**config.mk**
```make
export PLATFORM = sky130hd
export DESIGN_NAME = mfp_core
export DESIGN_NICKNAME = d
export VERILOG_FILES = /design/src/design/mfp_pkg.sv /design/src/design/mfp_core.sv
export VERILOG_INCLUDE_DIRS = /design/src /design/src/design
export SDC_FILE = /design/constraint.sdc
export NUM_CORES = 1
export LEC_CHECK = 0
export BUFFER_PORTS_ARGS = -buffer_cell sky130_fd_sc_hd__buf_2
export CAP_MARGIN = 20
export CELL_PAD_IN_SITES_DETAIL_PLACEMENT = 0
export CELL_PAD_IN_SITES_GLOBAL_PLACEMENT = 1
export CORE_UTILIZATION = 40
export CTS_CLUSTER_SIZE = 40
export DETAILED_ROUTE_END_ITERATION = 12
export PLACE_DENSITY = 0.71
export SYNTH_ARGS = -nofsm -noshare
export SYNTH_HDL_FRONTEND = slang
export SYNTH_SLANG_ARGS = --single-unit
export TNS_END_PERCENT = 30
```
**constraint.sdc**
```tcl
create_clock -name clk_i -period 26.2 [get_ports clk_i]
set_clock_uncertainty 0.2 [all_clocks]
set_input_delay 5.24 -clock clk_i [delete_from_list [all_inputs] [get_ports clk_i]]
set_output_delay 5.24 -clock clk_i [all_outputs]
set_load 0.005 [all_outputs]
```
**src/design/mfp_cfg.svh**
```systemverilog
// Configuration constants for the multimode flyback PWM control core.
`ifndef MFP_CFG_SVH
`define MFP_CFG_SVH
`define MFP_CLK_KHZ 100000
`define MFP_CLK_NS 10
`define MFP_CENTER_KHZ 65
`define MFP_FLOOR_KHZ 22
`define MFP_DUTY_NUM 4
`define MFP_DUTY_DEN 5
`define MFP_DITH_DEPTH_PCT 6
`define MFP_DITH_PERIOD_US 2500
`define MFP_SS_TIME_US 2500
`define MFP_SS_START_MV 50
`define MFP_SS_FULL_MV 500
`define MFP_OVP_CYCLES 10
`define MFP_OTP_CYCLES 50
`define MFP_LEB_NS 300
`define MFP_HOLD_ON_NS 1000
`define MFP_QR_WAIT_NS 2000
`define MFP_RED_REF_CODE 128
`define MFP_RED_SLOPE 24
`endif

```
**src/design/mfp_pkg.sv**
```systemverilog
// Types shared by the multimode flyback PWM control core.
package mfp_pkg;
	typedef enum logic [1:0] {
		MFP_MODE_PWM,
		MFP_MODE_REDUCE,
		MFP_MODE_BURST,
		MFP_MODE_HOLDUP
	} mfp_mode_e;

	typedef enum logic {
		MFP_ST_RUN,
		MFP_ST_FAULT
	} mfp_state_e;

	// Comparator decisions coming from the analog front ends.
	typedef struct packed {
		logic [7:0] feedback_in;
		logic fb_below_reduce_ref;
		logic fb_below_freq_reduce_end_ref;
		logic fb_at_burst_low;
		logic fb_at_burst_high;
		logic supply_at_holdup;
		logic supply_above_holdup;
		logic cs_at_feedback;
		logic cs_at_soft_limit;
		logic drain_valley;
		logic fault_detect_in_high_current;
		logic fault_detect_in_low_voltage;
	} mfp_cmp_s;

	// Operating status reported alongside the gate drive.
	typedef struct packed {
		mfp_mode_e mode;
		logic over_voltage_fault;
		logic over_temp_fault;
	} mfp_stat_s;
endpackage : mfp_pkg

```
**src/design/mfp_core.sv**
```systemverilog
// Multimode flyback PWM control core: oscillator, modes, blanking, faults.
//
// Overview of operation
// - Centre switching frequency 65 kHz in PWM.
// - Dither frequency six percent, 2.5 ms sweep.
// - On-time never exceeds eighty percent of period.
// - Peak limit ramps 50 mV to full, 2.5 ms.
// - Soft start repeats on every restart.
// - Low feedback lowers frequency linearly with load.
// - Below end reference frequency holds 22 kHz.
// - Burst low reference stops switching unless in holdup.
// - Switching resumes at burst high reference.
// - Supply at 9 V forces holdup switching.
// - Reduced and burst modes start at valley.
// - Current limit ignored during leading-edge blanking.
// - Pulse ends when current reaches feedback level.
// - Ten high-current cycles trip over-voltage fault.
// - Fifty low-voltage cycles trip over-temperature fault.
// - Gate pulled low during supply lockout.
// - All protections recover without latching.
`include "mfp_cfg.svh"

module mfp_core #(
	parameter int PER_FLOOR = `MFP_CLK_KHZ / `MFP_FLOOR_KHZ,
	parameter int SS_TIME_CYC = `MFP_SS_TIME_US * 1000 / `MFP_CLK_NS
) (
	input wire logic clk_i,
	input wire logic srst_i,
	input mfp_pkg::mfp_cmp_s cmp_i,
	output logic gate_drive_out_o,
	output logic gate_pull_low_o,
	output logic [9:0] soft_limit_mv_o,
	output mfp_pkg::mfp_stat_s stat_o
);
	localparam int PER_CENTER = `MFP_CLK_KHZ / `MFP_CENTER_KHZ;
	localparam int DITH_DEV = PER_CENTER * `MFP_DITH_DEPTH_PCT / 200;
	localparam int DITH_STEP_CYC = `MFP_DITH_PERIOD_US * 1000
		/ `MFP_CLK_NS / (4 * DITH_DEV);
	localparam int LEB_CYC = (`MFP_LEB_NS + `MFP_CLK_NS - 1) / `MFP_CLK_NS;
	localparam int HOLD_ON_CYC = `MFP_HOLD_ON_NS / `MFP_CLK_NS;
	localparam int QR_WAIT_CYC = `MFP_QR_WAIT_NS / `MFP_CLK_NS;
	localparam int SS_SPAN = `MFP_SS_FULL_MV - `MFP_SS_START_MV;
	localparam int SS_STEP_RAW = SS_TIME_CYC / SS_SPAN;
	localparam int SS_STEP_CYC = (SS_STEP_RAW < 1) ? 1 : SS_STEP_RAW;

	// Largest on-time in cycles that keeps the duty at or under the ceiling.
	function automatic logic [12:0] duty_max(input logic [12:0] per);
		duty_max = 13'((32'(per) * `MFP_DUTY_NUM) / `MFP_DUTY_DEN);
	endfunction : duty_max

	mfp_pkg::mfp_state_e st_q, st_d;
	mfp_pkg::mfp_mode_e mode_q, mode_d;
	logic [12:0] cnt_q, cnt_d, per_q, per_d, dmax_q, dmax_d, on_q, on_d;
	logic gate_q, gate_d, pull_q, pull_d;
	logic burst_q, burst_d, hold_q, hold_d;
	logic [5:0] ovp_cnt_q, ovp_cnt_d, otp_cnt_q, otp_cnt_d;
	logic ovp_q, ovp_d, otp_q, otp_d;
	logic [6:0] dith_q, dith_d;
	logic dith_up_q, dith_up_d;
	logic [10:0] ddiv_q, ddiv_d;
	logic [9:0] ss_q, ss_d;
	logic [17:0] sdiv_q, sdiv_d;
	logic tick, qr, sw_en, gate_end;
	int p;

	// Mode selection; holdup overrides burst, burst overrides reduction.
	always_comb begin
		burst_d = burst_q;
		if (cmp_i.fb_at_burst_low) begin
			burst_d = 1'b1;
		end else if (cmp_i.fb_at_burst_high) begin
			burst_d = 1'b0;
		end
		hold_d = hold_q;
		if (cmp_i.supply_at_holdup) begin
			hold_d = 1'b1;
		end else if (cmp_i.supply_above_holdup) begin
			hold_d = 1'b0;
		end
		if (hold_q) begin
			mode_d = mfp_pkg::MFP_MODE_HOLDUP;
		end else if (burst_q) begin
			mode_d = mfp_pkg::MFP_MODE_BURST;
		end else if (cmp_i.fb_below_reduce_ref) begin
			mode_d = mfp_pkg::MFP_MODE_REDUCE;
		end else begin
			mode_d = mfp_pkg::MFP_MODE_PWM;
		end
	end

	// Valley switching applies in reduced and burst modes; a timeout keeps
	// the cycle going when ringing is too weak to show a valley.
	assign qr = (mode_q == mfp_pkg::MFP_MODE_REDUCE)
		|| (mode_q == mfp_pkg::MFP_MODE_BURST);
	assign tick = (cnt_q >= per_q - 13'h1) && (!qr || cmp_i.drain_valley
		|| (cnt_q >= per_q + 13'(QR_WAIT_CYC)));
	assign sw_en = !burst_q || hold_q;

	// Pulse termination: blanking hides the current comparators.
	assign gate_end = (on_q >= dmax_q - 13'h1)
		|| (hold_q && on_q >= 13'(HOLD_ON_CYC - 1))
		|| (on_q >= 13'(LEB_CYC)
		&& (cmp_i.cs_at_feedback || cmp_i.cs_at_soft_limit));

	// Dither triangle, stepped by a slow enable from its own divider.
	always_comb begin
		ddiv_d = ddiv_q + 11'h1;
		dith_d = dith_q;
		dith_up_d = dith_up_q;
		if (ddiv_q >= 11'(DITH_STEP_CYC - 1)) begin
			ddiv_d = 11'h0;
			if (dith_up_q) begin
				dith_d = dith_q + 7'h1;
				dith_up_d = ($signed(dith_q) < $signed(7'(DITH_DEV - 1)));
			end else begin
				dith_d = dith_q - 7'h1;
				dith_up_d = ($signed(dith_q) <= $signed(-7'(DITH_DEV - 1)));
			end
		end
	end

	// Next period, chosen at each cycle start from the current mode.
	always_comb begin
		p = PER_CENTER + int'($signed(dith_q));
		if (mode_q == mfp_pkg::MFP_MODE_HOLDUP) begin
			p = PER_FLOOR;
		end else if (mode_q != mfp_pkg::MFP_MODE_PWM) begin
			if (cmp_i.fb_below_freq_reduce_end_ref) begin
				p = PER_FLOOR;
			end else begin
				p = PER_CENTER + `MFP_RED_SLOPE
					* (`MFP_RED_REF_CODE - int'(cmp_i.feedback_in));
				if (p > PER_FLOOR) begin
					p = PER_FLOOR;
				end
				if (p < PER_CENTER) begin
					p = PER_CENTER;
				end
			end
		end
	end

	// Oscillator, gate, fault debounce and soft start.
	always_comb begin
		st_d = st_q;
		cnt_d = cnt_q + 13'h1;
		per_d = per_q;
		dmax_d = dmax_q;
		ovp_cnt_d = ovp_cnt_q;
		otp_cnt_d = otp_cnt_q;
		ovp_d = ovp_q;
		otp_d = otp_q;
		pull_d = 1'b0;
		if (tick) begin
			cnt_d = 13'h0;
			per_d = 13'(p);
			dmax_d = duty_max(13'(p));
			ovp_cnt_d = cmp_i.fault_detect_in_high_current
				? ovp_cnt_q + 6'h1 : 6'h0;
			otp_cnt_d = cmp_i.fault_detect_in_low_voltage
				? otp_cnt_q + 6'h1 : 6'h0;
		end
		unique case (st_q)
			mfp_pkg::MFP_ST_RUN: begin
				if (tick && cmp_i.fault_detect_in_high_current
					&& ovp_cnt_q >= 6'(`MFP_OVP_CYCLES - 1)) begin
					st_d = mfp_pkg::MFP_ST_FAULT;
					ovp_d = 1'b1;
				end
				if (tick && cmp_i.fault_detect_in_low_voltage
					&& otp_cnt_q >= 6'(`MFP_OTP_CYCLES - 1)) begin
					st_d = mfp_pkg::MFP_ST_FAULT;
					otp_d = 1'b1;
				end
			end
			mfp_pkg::MFP_ST_FAULT: begin
				// Freeze the counts; no latch holds the fault.
				ovp_cnt_d = ovp_cnt_q;
				otp_cnt_d = otp_cnt_q;
				if (!cmp_i.fault_detect_in_high_current
					&& !cmp_i.fault_detect_in_low_voltage) begin
					st_d = mfp_pkg::MFP_ST_RUN;
					ovp_d = 1'b0;
					otp_d = 1'b0;
					ovp_cnt_d = 6'h0;
					otp_cnt_d = 6'h0;
				end
			end
		endcase
		on_d = gate_q ? on_q + 13'h1 : 13'h0;
		if (st_d == mfp_pkg::MFP_ST_FAULT) begin
			gate_d = 1'b0;
		end else if (gate_q) begin
			gate_d = !gate_end;
		end else begin
			gate_d = tick && sw_en && st_q == mfp_pkg::MFP_ST_RUN;
		end
		sdiv_d = sdiv_q + 18'h1;
		ss_d = ss_q;
		if (st_q == mfp_pkg::MFP_ST_FAULT) begin
			// Hold the ramp at its start so a restart ramps again.
			sdiv_d = 18'h0;
			ss_d = 10'(`MFP_SS_START_MV);
		end else if (sdiv_q >= 18'(SS_STEP_CYC - 1)) begin
			sdiv_d = 18'h0;
			if (ss_q < 10'(`MFP_SS_FULL_MV)) begin
				ss_d = ss_q + 10'h1;
			end
		end
	end

	// Registers; reset is supply lockout, so the gate is held low there.
	always_ff @(posedge clk_i) begin
		if (srst_i) begin
			st_q <= mfp_pkg::MFP_ST_RUN;
			mode_q <= mfp_pkg::MFP_MODE_PWM;
			cnt_q <= 13'h0;
			per_q <= 13'(PER_CENTER);
			dmax_q <= duty_max(13'(PER_CENTER));
			on_q <= 13'h0;
			gate_q <= 1'b0;
			pull_q <= 1'b1;
			burst_q <= 1'b0;
			hold_q <= 1'b0;
			ovp_cnt_q <= 6'h0;
			otp_cnt_q <= 6'h0;
			ovp_q <= 1'b0;
			otp_q <= 1'b0;
			dith_q <= 7'h0;
			dith_up_q <= 1'b1;
			ddiv_q <= 11'h0;
			ss_q <= 10'(`MFP_SS_START_MV);
			sdiv_q <= 18'h0;
		end else begin
			st_q <= st_d;
			mode_q <= mode_d;
			cnt_q <= cnt_d;
			per_q <= per_d;
			dmax_q <= dmax_d;
			on_q <= on_d;
			gate_q <= gate_d;
			pull_q <= pull_d;
			burst_q <= burst_d;
			hold_q <= hold_d;
			ovp_cnt_q <= ovp_cnt_d;
			otp_cnt_q <= otp_cnt_d;
			ovp_q <= ovp_d;
			otp_q <= otp_d;
			dith_q <= dith_d;
			dith_up_q <= dith_up_d;
			ddiv_q <= ddiv_d;
			ss_q <= ss_d;
			sdiv_q <= sdiv_d;
		end
	end

	assign gate_drive_out_o = gate_q;
	assign gate_pull_low_o = pull_q;
	assign soft_limit_mv_o = ss_q;
	assign stat_o = '{mode: mode_q, over_voltage_fault: ovp_q,
		over_temp_fault: otp_q};
endmodule : mfp_core

```
Yosys cells after proc, flatten, opt, wreduce, memory -nomap -nowiden
Index checks and enable logic that the tools add are counted.
{"block": "totals", "ff_bits": 120, "elab_cells": 129, "romBits": 0, "latchBits": 0, "n_memories": 0, "ramBits": 0, "input_bits": 21, "output_inout_bits": 16}
{"block": "op_classes", "mul": 1, "n_div": 1, "reduce_logical": 36, "mux": 35, "n_lt_le_gt_ge": 14, "add_sub_neg": 15, "n_bitwise": 2, "n_shift": 0, "eq_ne": 6}
{"operator": "32-bit two-way mux", "count": 4}
{"operator": "13-bit two-way mux", "count": 4}
{"operator": "6-bit two-way mux", "count": 7}
{"operator": "13-bit >= comparator", "count": 3}
{"operator": "15-bit by 3-bit divider with 32-bit output, second input constant", "count": 1}
{"operator": "32-bit by 12-bit less-than comparator with 1-bit output, second input constant", "count": 1}
{"operator": "13-bit by 1-bit adder with 13-bit output, second input constant", "count": 2}
{"operator": "13-bit by 1-bit subtractor with 13-bit output, second input constant", "count": 2}
{"operator": "18-bit by 1-bit adder with 18-bit output, second input constant", "count": 1}
{"operator": "18-bit by 10-bit >= comparator with 1-bit output, second input constant", "count": 1}
{"operator": "12-bit by 15-bit adder with 16-bit output, first input constant", "count": 1}
{"operator": "16-bit by 14-bit greater-than comparator with 1-bit output, second input constant", "count": 1}
{"operator": "1-bit two-way mux", "count": 14}
{"operator": "12-bit by 7-bit adder with 13-bit output, first input constant", "count": 1}
{"operator": "13-bit by 8-bit adder with 13-bit output, second input constant", "count": 1}
{"operator": "13-bit by 5-bit >= comparator with 1-bit output, second input constant", "count": 1}
{"operator": "13-bit by 7-bit >= comparator with 1-bit output, second input constant", "count": 1}
{"operator": "6-bit by 1-bit adder with 6-bit output, second input constant", "count": 2}
{"operator": "3-bit by 9-bit multiplier with 12-bit output, first input constant", "count": 1}
{"operator": "11-bit by 1-bit adder with 11-bit output, second input constant", "count": 1}
{"operator": "11-bit >= comparator, second input constant", "count": 1}
{"operator": "10-bit by 1-bit adder with 10-bit output, second input constant", "count": 1}
{"operator": "1-bit logical AND", "count": 10}
{"operator": "10-bit by 9-bit less-than comparator with 1-bit output, second input constant", "count": 1}
{"operator": "other kinds (21)", "count": 47}

Logic depth before layout (Yosys ltp)
Gate-level depths: netlist of run 1.
{"block": "logic_depth", "word_depth": 14, "mapped_depth": 70}

Worst setup path after synthesis of run 1
Ideal clock, no wire load.
{"block": "synth_timing", "kind": "input to register", "startpoint": "input port cmp_i[12] (netlist name)", "endpoint": "register dmax_q[0]", "t_required_ns": 25.862, "slack_ns": 7.769, "stages": 61, "arrival_time_ns": 18.093, "path_cell_list": "inv_1 -> ha_1 -> or4b_1 -> nor2_1 -> xnor2_1 -> ha_1 -> ha_1 -> a21o_1 -> o21ai_0 -> nand2_1 -> ha_1 -> a2111oi_2 -> and3_1 -> o21ai_0 -> ha_1 -> inv_1 -> nand2_1 -> o221a_4 -> (+25 left out) -> buf_6 -> and3_1 -> buf_2 -> xnor2_1 -> inv_1 -> ha_1 -> o41ai_1 -> nand3_1 -> nor2_1 -> nor2_1 -> a21oi_1 -> inv_1 -> ha_1 -> or2_2 -> o32a_1 -> or3_1 -> nor4_1 -> o211ai_1"}
{"block": "synth_between", "elab_chain_cells": 14}
{"element": "start, declared", "line_no": "mfp_core.sv:29", "source": "input mfp_pkg::mfp_cmp_s cmp_i,"}
{"element": "8-bit by 8-bit subtractor with 9-bit output (no source line) *"}
{"element": "3-bit by 9-bit multiplier with 12-bit output (no source line) *"}
{"element": "12-bit by 15-bit adder with 16-bit output *", "line_no": "mfp_core.sv:131", "source": "p = PER_CENTER + `MFP_RED_SLOPE"}
{"element": "16-bit by 14-bit greater-than comparator with 1-bit output", "line_no": "mfp_core.sv:133", "source": "if (p > PER_FLOOR) begin"}
{"element": "32-bit two-way mux *", "line_no": "mfp_core.sv:133"}
{"element": "32-bit two-way mux *", "line_no": "mfp_core.sv:128", "source": "if (cmp_i.fb_below_freq_reduce_end_ref) begin"}
{"element": "32-bit two-way mux *", "line_no": "mfp_core.sv:127", "source": "end else if (mode_q != mfp_pkg::MFP_MODE_PWM) begin"}
{"element": "32-bit two-way mux *", "line_no": "mfp_core.sv:125", "source": "if (mode_q == mfp_pkg::MFP_MODE_HOLDUP) begin"}
{"element": "32-bit by 12-bit less-than comparator with 1-bit output", "line_no": "mfp_core.sv:136", "source": "if (p < PER_CENTER) begin"}
{"element": "13-bit two-way mux *", "line_no": "mfp_core.sv:136"}
{"element": "13-bit two-way mux *", "line_no": "mfp_core.sv:128"}
{"element": "13-bit two-way mux *", "line_no": "mfp_core.sv:127"}
{"element": "13-bit two-way mux *", "line_no": "mfp_core.sv:125"}
{"element": "15-bit by 3-bit divider with 32-bit output (no source line) *"}
{"element": "end signal, assigned", "line_no": "mfp_core.sv:219", "source": "dmax_q <= duty_max(13'(PER_CENTER));"}
{"element": "end signal, assigned", "line_no": "mfp_core.sv:239", "source": "dmax_q <= dmax_d;"}
{"element": "end, declared", "line_no": "mfp_core.sv:53", "source": "logic [12:0] cnt_q, cnt_d, per_q, per_d, dmax_q, dmax_d, on_q, on_d;"}
Every way passes the cells marked *; elsewhere a longest branch is shown, timed or not. The select of a mux whose other input is x is not followed.
A chain may end at the register's enable or synchronous reset.

Worst setup path after layout of run 1
{"block": "layout_timing", "startpoint": "input port cmp_i[11] (netlist name)", "endpoint": "register dmax_q[0]"}
Same word-level chain as after synthesis.

==> impl_metrics.py, run 1 <==
metrics = {
    "run_status": {
        "outcome": "finished clean",
    },
    "cells_and_area": {
        "final_common_cell": "nor2_1",
        "nets": 1654,
        "drive_gt1_share_pct": 9.13,
        "antennaDiodeCount": 0,
        "stdcell_area_um2": 12700,
        "final-instance-count-excl-fill": 1933,
        "area_growth_pct": 9.46,
        "final_cell_mix": "nor2_1 (209), nand2_1 (136), dfxtp_1 (120)",
    },
    "placed_design": {
        "dp_hpwl_um": 24100,
        "port_buffers": 36,
        "dp.cells": 1901,
        "post_dp_cell_area_um2": 12000,
        "gp_congestion": 0.884,
    },
    "detailed_routing": {
        "ant_nets": 0,
        "drtPass1Iterations": 5,
        "vias": 11129,
        "wire_per_inst_um": 16.2,
        "via_per_inst": 5.76,
        "drt_wl_total_um": 31400,
        "drt_iter0_markers": 858,
        "drc": 0,
    },
    "clock_network": {
        "root_buffer": "clkbuf_16",
        "cts_buffers": 17,
        "post_cts_buffers": 0,
        "cts_hold_buf": 0,
        "h-tree-depth": 4,
        "insertion_delay_ns": 0.42,
        "clock_tree.buffer_depth": 2,
        "clock_sinks": 120,
        "cts_tree": "yes",
        "cts.clk_slew.worst_paths_ns": 0.06,
        "cts_repair_resize_count": 0,
    },
    "floorplan": {
        "die_area_um2": 29600,
        "rows": 61,
        "fp.coreArea_um2": 28100,
        "io-pin-count": 37,
        "start_util_pct": 41.2,
        "die_w_um": 172,
        "die_h_um": 172,
    },
    "yosys": {
        "ys_seq_area_share_pct": 20.8,
        "netlist_instances": 1534,
        "synth_seq_cells": 120,
        "synth_edf_count": 0,
        "ys_types": 104,
        "synthFlopType": "dfxtp_1",
        "synthArstFlopShare_pct": 0,
        "synth_top_area_share_pct": 20.8,
        "syn_area_um2": 11600,
        "synth_area_leader_cell": "dfxtp_1",
        "syn_avg_cell_area_um2": 7.53,
        "ys_warn_count": 0,
        "ys_top_cells_by_area": "dfxtp_1 (21%), ha_1 (9.6%), nor2_1 (6.8%)",
    },
    "worst_setup_path": {
        "worst_r2r_endpoint": "dmax_q[0]$_SDFFE_PP0P_",
        "cp-endpoint": "dmax_q[0]$_SDFFE_PP0P_",
        "crit_path_start": "cmp_i[11]",
        "start_kind": "primary input",
        "reg2reg_depth": 42,
        "crit_top_cell": "ha_1",
        "cp.arrival_ns": 21.02,
        "critPathRequiredTime_ns": 26.29,
        "cp.buffers_inverters": 6,
        "r2r_slack_ns": 13.36,
        "crit_path_end_kind": "flop",
        "slowest_stage": "xnor2_1",
        "r2r-start": "mode_q[0]$_SDFF_PP0_",
        "cp_slowest_stage_delay_ns": 0.80,
        "critical-path-top-delay-family": "compound AO/OA/AOI/OAI gates",
        "path_depth": 56,
        "crit_type": "primary input to flop",
        "worstPathMaxFanout": 16,
    },
    "timing": {
        "rsz0062_at_grt": "no",
        "final.setup.tns_ns": 0,
        "final.period_utilization_pct": 79.9,
        "hold_viol": 0,
        "period_minus_slack_ns": 20.93,
        "max_freq_ghz": 0.0478,
        "maxSlewHeadroom_pct": 30.6,
        "tightestPinTransition_ns": 1.03,
        "setup_viol": 0,
        "slew_violations": 0,
    },
    "worst_hold_path": {
        "hold_class": "flop to flop",
    },
    "grt": {
        "antenna_found_initial": 1,
        "grt_pass1_wl_um": 52200,
        "grt_pass1_vias": 10317,
        "grt_overflow": 0,
        "grt_start_max_net_pins": 47,
        "track_usage_pct": 21.7,
    },
    "run": {
        "maxCapViolations": 0,
    },
}
-- registers in the layout (all words and copies together) (netlist names), 2 cells and up --
| name | cells |
|---|---|
| sdiv_q | 18 |
| cnt_q | 13 |
| dmax_q | 13 |
| on_q | 13 |
| per_q | 13 |
| ddiv_q | 11 |
| soft_limit_mv_o | 10 |
| dith_q | 7 |
| otp_cnt_q | 6 |
| ovp_cnt_q | 6 |
| mode_q | 2 |
-- worst min-delay path by stage --
stage                         startpoint                    to  slack, ns  depth (start not counted)
floorplan           sdiv_q[0]$_SDFF_PP0_  sdiv_q[0]$_SDFF_PP0_       0.24                          1
global placement    sdiv_q[0]$_SDFF_PP0_  sdiv_q[0]$_SDFF_PP0_       0.26                          1
detailed placement  sdiv_q[0]$_SDFF_PP0_  sdiv_q[0]$_SDFF_PP0_       0.27                          1
CTS                 sdiv_q[0]$_SDFF_PP0_  sdiv_q[0]$_SDFF_PP0_       0.28                          1
global route        sdiv_q[0]$_SDFF_PP0_  sdiv_q[0]$_SDFF_PP0_       0.30                          1
finish              sdiv_q[0]$_SDFF_PP0_  sdiv_q[0]$_SDFF_PP0_       0.28                          1
-- cell families after synthesis --
kind of cell / after synthesis / share of synthesized area, %
simple gates: 627 / 26.4
compound gates: 426 / 26.4
xor+xnor: 126 / 9.81
flops: 120 / 20.8
buf+inv: 116 / 4.22
fa+ha+maj: 94 / 10.2
mux: 24 / 2.14
other cells: 1 / 0.0324
-- per-stage QoR --
stage / hold WS [ns] / util, % / setup WS [ns]
floorplan: 0.237 / - / 7.77
global route: 0.299 / 45.0 / 3.76
global placement: 0.263 / 42.8 / 5.60
CTS: 0.284 / 45.0 / 5.41
detailed placement: 0.270 / 42.8 / 4.99
finish: 0.275 / 45.0 / 5.27
-- cells in the mapped netlist, types with 18 or more instances --
cell      count
nor2_1      209
nand2_1     136
dfxtp_1     120
ha_1         89
a21oi_1      86
o21ai_0      75
xnor2_1      66
nand3_1      65
xor2_1       57
inv_1        51
nor3_1       46
clkbuf_1     35
a21o_1       28
nand4_1      23
o211ai_1     23
a211oi_1     22
and3_1       22
nor4_1       20
mux2i_1      18
-- metal layers --
layer	GRT usage (%)	part of all wire [%]	up-vias
li1	-	-	5646
met1	30.4	50	5181
met2	34.8	45	257
met3	2.66	4.0	43
met4	5.66	1.5	2
met5	0	0.12	-
-- area by class of cell --
type / count / area [um^2]
repair buffers: 45 / 248
inverters: 53 / 199
fillers: 2953 / 15400
flip-flops and latches: 120 / 2400
well taps: 378 / 473
clock inverters: 15 / 194
clock buffers: 17 / 425
multi-input cells: 1305 / 8710
Power of run 1 is not shown: default switching activity piles up to over one toggle a cycle in this logic, so the estimate is an artifact.
==> run 2, diff against run 1 <==
- clock period: 26.2 -> 19.37 ns (I/O delays scaled with it)
==> impl_metrics.py, run 2 (same netlist as run 1, synthesis figures left out) <==
metrics = {
    "worst_setup_path": {
        "r2r-start": "mode_q[0]$_SDFF_PP0_",
        "crit_top_cell": "ha_1",
        "worstPathMaxFanout": 13,
        "reg2reg_depth": 42,
        "cp.arrival_ns": 18.35,
        "critPathRequiredTime_ns": 19.45,
        "crit_type": "primary input to flop",
        "crit_path_end_kind": "flop",
        "slowest_stage": "or4b_1",
        "r2r_slack_ns": 7.63,
        "start_kind": "primary input",
        "cp_slowest_stage_delay_ns": 0.50,
        "worst_r2r_endpoint": "dmax_q[0]$_SDFFE_PP0P_",
    },
    "clock_network": {
        "insertion_delay_ns": 0.42,
        "clock_tree.buffer_depth": 2,
        "cts.clk_slew.worst_paths_ns": 0.06,
        "cts_buffers": 17,
        "cts_tree": "yes",
        "h-tree-depth": 4,
        "clock_sinks": 120,
        "root_buffer": "clkbuf_16",
    },
    "worst_hold_path": {
        "hold_end": "sdiv_q[0]$_SDFF_PP0_",
        "hold_depth": 1,
        "min_from": "sdiv_q[0]$_SDFF_PP0_",
        "hold_class": "flop to flop",
    },
    "floorplan": {
        "die_h_um": 172,
        "io-pin-count": 37,
        "die_w_um": 172,
        "start_util_pct": 41.2,
        "rows": 61,
        "fp.coreArea_um2": 28100,
        "die_area_um2": 29600,
    },
    "grt": {
        "grt_start_max_net_pins": 51,
        "grt_overflow": 0,
        "track_usage_pct": 22.0,
        "grt_pass1_vias": 10436,
        "grt_pass1_wl_um": 53000,
        "antenna_found_initial": 1,
    },
    "placed_design": {
        "dp_hpwl_um": 24300,
        "port_buffers": 36,
        "gp_congestion": 0.890,
    },
    "timing": {
        "setup_viol": 0,
        "slew_violations": 0,
        "tightestPinTransition_ns": 0.872,
        "period_minus_slack_ns": 18.26,
        "max_freq_ghz": 0.0548,
        "final.period_utilization_pct": 94.3,
        "hold_viol": 0,
        "maxSlewHeadroom_pct": 41.7,
        "rsz0062_at_grt": "no",
        "final.setup.tns_ns": 0,
        "hold_slack_ns": 0.276,
    },
    "detailed_routing": {
        "drtPass1Iterations": 5,
        "via_per_inst": 5.76,
        "drt_iter0_markers": 716,
        "ant_nets": 0,
        "drt_wl_total_um": 31600,
        "wire_per_inst_um": 16.3,
        "vias": 11159,
        "drc": 0,
    },
    "cells_and_area": {
        "regMostFlops": "sdiv_q",
        "drive_gt1_share_pct": 9.75,
        "antennaDiodeCount": 0,
        "final_common_cell": "nor2_1",
        "nets": 1659,
        "largest_reg_flops": 18,
        "final_cell_mix": "nor2_1 (208), nand2_1 (136), dfxtp_1 (120)",
        "area_growth_pct": 10.7,
    },
    "run": {
        "maxCapViolations": 0,
    },
    "run_status": {
        "outcome": "finished clean",
    },
}
## run 2: cell count changes in the layout (fill, tap and decap cells not counted), sizes merged
| cell | before | now |
|---|---|---|
| buf | 45 | 50 |
| bufinv | 3 | 6 |
| clkinvlp | 2 | 0 |
| clkbuf | 17 | 20 |
| inv | 58 | 54 |
| clkinv | 5 | 4 |
## run 2: worst max-delay path by stage
stage                   start                endpoint  slack (ns)  cells after the start
floorplan           cmp_i[12]  dmax_q[0]$_SDFFE_PP0P_        2.30                     61
global placement    cmp_i[11]  dmax_q[0]$_SDFFE_PP0P_        0.51                     57
detailed placement  cmp_i[11]  dmax_q[0]$_SDFFE_PP0P_         0.1                     56
CTS                 cmp_i[11]  dmax_q[0]$_SDFFE_PP0P_        0.51                     56
global route        cmp_i[11]  dmax_q[0]$_SDFFE_PP0P_        0.14                     56
finish              cmp_i[11]  dmax_q[0]$_SDFFE_PP0P_        1.11                     56
## run 2: through the flow
stage	util (%)	instance area, um^2	setup WS [ns]	std cells
after floorplan	-	11600	2.30	1541
after global placement	42.9	12100	0.505	1904
after detailed placement	42.9	12100	0.0983	1904
after CTS	45.3	12700	0.514	1935
after global routing	45.6	12800	0.139	1937
final	45.6	12800	1.11	1937
## run 2: layout make-up
type / instances / area (um^2)
Fill cell: 2868 / 15300
Multi-Input combinational cell: 1305 / 8770
Sequential cell: 120 / 2400
Tap cell: 378 / 473
Clock buffer: 20 / 447
Timing Repair Buffer: 50 / 285
Clock inverter: 11 / 220
Inverter: 53 / 199
## run 2: worst max-delay path: cells and delay by family
| family | cells | cell delay [ns] |
|---|---|---|
| simple gates | 22 | 6.30 |
| compound gates | 17 | 4.67 |
| fa+ha+maj | 8 | 2.28 |
| buf+inv | 6 | 0.58 |
| xor+xnor | 2 | 0.38 |
| mux | 1 | 0.24 |
## run 2: per-layer routing
layer  part of all wire [%]  GRT usage [%]  vias up
met3                    3.4           2.88       28
met2                     46           36.2      226
met5                  0.029              0        -
met4                    1.3           5.66        2
met1                     50           30.2     5242
li1                       -              -     5661
## run 2: repair_timing
item                       in CTS  in global routing
resized for setup               0                 10
buffers inserted                0                  2
hold buffers                    0                  0
setup endpoints to repair       0                  2
Power of run 2 is left out for the same reason.
==> run 3, diff against run 2 <==
- PLACE_DENSITY: 0.71 -> not set
- PLACE_DENSITY_LB_ADDON: not set -> 0.25
==> impl_metrics.py, run 3 (same netlist as run 1, synthesis figures left out) <==
metrics = {
    "clock_network": {
        "cts.clk_slew.worst_paths_ns": 0.06,
        "clock_tree.buffer_depth": 2,
        "cts_tree": "yes",
        "root_buffer": "clkbuf_16",
        "clock_sinks": 120,
        "insertion_delay_ns": 0.42,
        "cts_hold_buf": 0,
        "h-tree-depth": 4,
        "cts_buffers": 17,
    },
    "run_status": {
        "outcome": "finished clean",
    },
    "grt": {
        "grt_start_max_net_pins": 49,
        "grt_overflow": 0,
        "grt_pass1_vias": 10288,
        "track_usage_pct": 21.4,
        "grt_pass1_wl_um": 51500,
        "antenna_found_initial": 1,
    },
    "worst_setup_path": {
        "start_kind": "primary input",
        "crit_type": "primary input to flop",
        "critPathRequiredTime_ns": 19.46,
        "cp_slowest_stage_delay_ns": 0.50,
        "worstPathMaxFanout": 13,
        "crit_top_cell": "ha_1",
        "cp.arrival_ns": 18.40,
        "slowest_stage": "or4b_1",
        "crit_path_end_kind": "flop",
    },
    "placed_design": {
        "port_buffers": 36,
        "dp_hpwl_um": 23900,
        "dp_slack_ns": 0.00956,
        "gp_congestion": 0.882,
    },
    "floorplan": {
        "rows": 61,
        "die_area_um2": 29600,
        "fp.coreArea_um2": 28100,
        "die_h_um": 172,
        "die_w_um": 172,
        "io-pin-count": 37,
        "start_util_pct": 41.2,
    },
    "timing": {
        "hold_viol": 0,
        "setup_viol": 0,
        "period_minus_slack_ns": 18.31,
        "setup_ws_ns": 1.06,
        "rsz0062_at_grt": "no",
        "final.setup.tns_ns": 0,
        "tightestPinTransition_ns": 0.826,
        "slew_violations": 0,
        "final.period_utilization_pct": 94.5,
        "maxSlewHeadroom_pct": 44.8,
        "max_freq_ghz": 0.0546,
    },
    "detailed_routing": {
        "drc": 0,
        "wl_met1_um": 15400,
        "drtPass1Iterations": 5,
        "wire_per_inst_um": 16.0,
        "drt_iter0_markers": 700,
        "vias": 11106,
        "via_per_inst": 5.73,
        "wl_met2_um": 13700,
        "met3_length_um": 1250,
        "drt_wl_total_um": 31000,
        "highest_layer": "met5",
        "ant_nets": 0,
    },
    "cells_and_area": {
        "drive_gt1_share_pct": 9.94,
        "antennaDiodeCount": 0,
        "fillCellCount": 2943,
        "area_growth_pct": 10.1,
        "regMostFlops": "sdiv_q",
        "final_common_cell": "nor2_1",
        "final_cell_mix": "nor2_1 (208), nand2_1 (136), dfxtp_1 (120)",
        "nets": 1658,
        "largest_reg_flops": 18,
        "final_core_util_pct": 45.3,
    },
    "run": {
        "maxCapViolations": 0,
    },
    "worst_hold_path": {
        "hold_class": "flop to flop",
    },
}
[run 3: worst paths after layout]
check	slack, ns	start	cells past startpoint	endpoint
worst max-delay path	1.06	cmp_i[11]	56	dmax_q[0]$_SDFFE_PP0P_
worst max register to register	7.55	mode_q[0]$_SDFF_PP0_	42	dmax_q[0]$_SDFFE_PP0P_
worst min-delay path	0.27	sdiv_q[0]$_SDFF_PP0_	1	sdiv_q[0]$_SDFF_PP0_
worst min register to register	0.27	sdiv_q[0]$_SDFF_PP0_	1	sdiv_q[0]$_SDFF_PP0_
[run 3: timing repair]
action,in CTS,in global routing
resized for setup,0,12
buffers inserted,0,0
endpoints found under the setup margin,0,2
[run 3: metal layers]
layer | global-route usage [%] | vias to the layer above
met2 | 33.9 | 229
met5 | 0 | -
met1 | 29.9 | 5178
met4 | 6.89 | 2
li1 | - | 5650
met3 | 2.54 | 47
[run 3: through the flow]
stage                     std cells  area, um^2  hold WS [ns]
after detailed placement       1905       12100         0.266
after global routing           1937       12700         0.307
after global placement         1905       12100         0.261
final                          1937       12700         0.274
after floorplan                1541       11600         0.237
after CTS                      1937       12700         0.280
[run 3: cell type report]
cell class                      count  area (um^2)  share of cell area [%]
Clock buffer                       17          425                    3.34
Clock inverter                     15          168                    1.32
Inverter                           53          199                    1.56
Multi-Input combinational cell   1305         8780                    69.0
Sequential cell                   120         2400                    18.9
Tap cell                          378          473                    3.72
Timing Repair Buffer               49          278                    2.18
[run 3: worst max-delay path, delay by kind of cell]
kind	cells	cell delay, ns
xor+xnor	2	0.37
fa+ha+maj	8	2.26
mux	1	0.23
simple gates	22	6.33
compound gates	17	4.66
buf+inv	6	0.64
Power of run 3 is left out for the same reason.
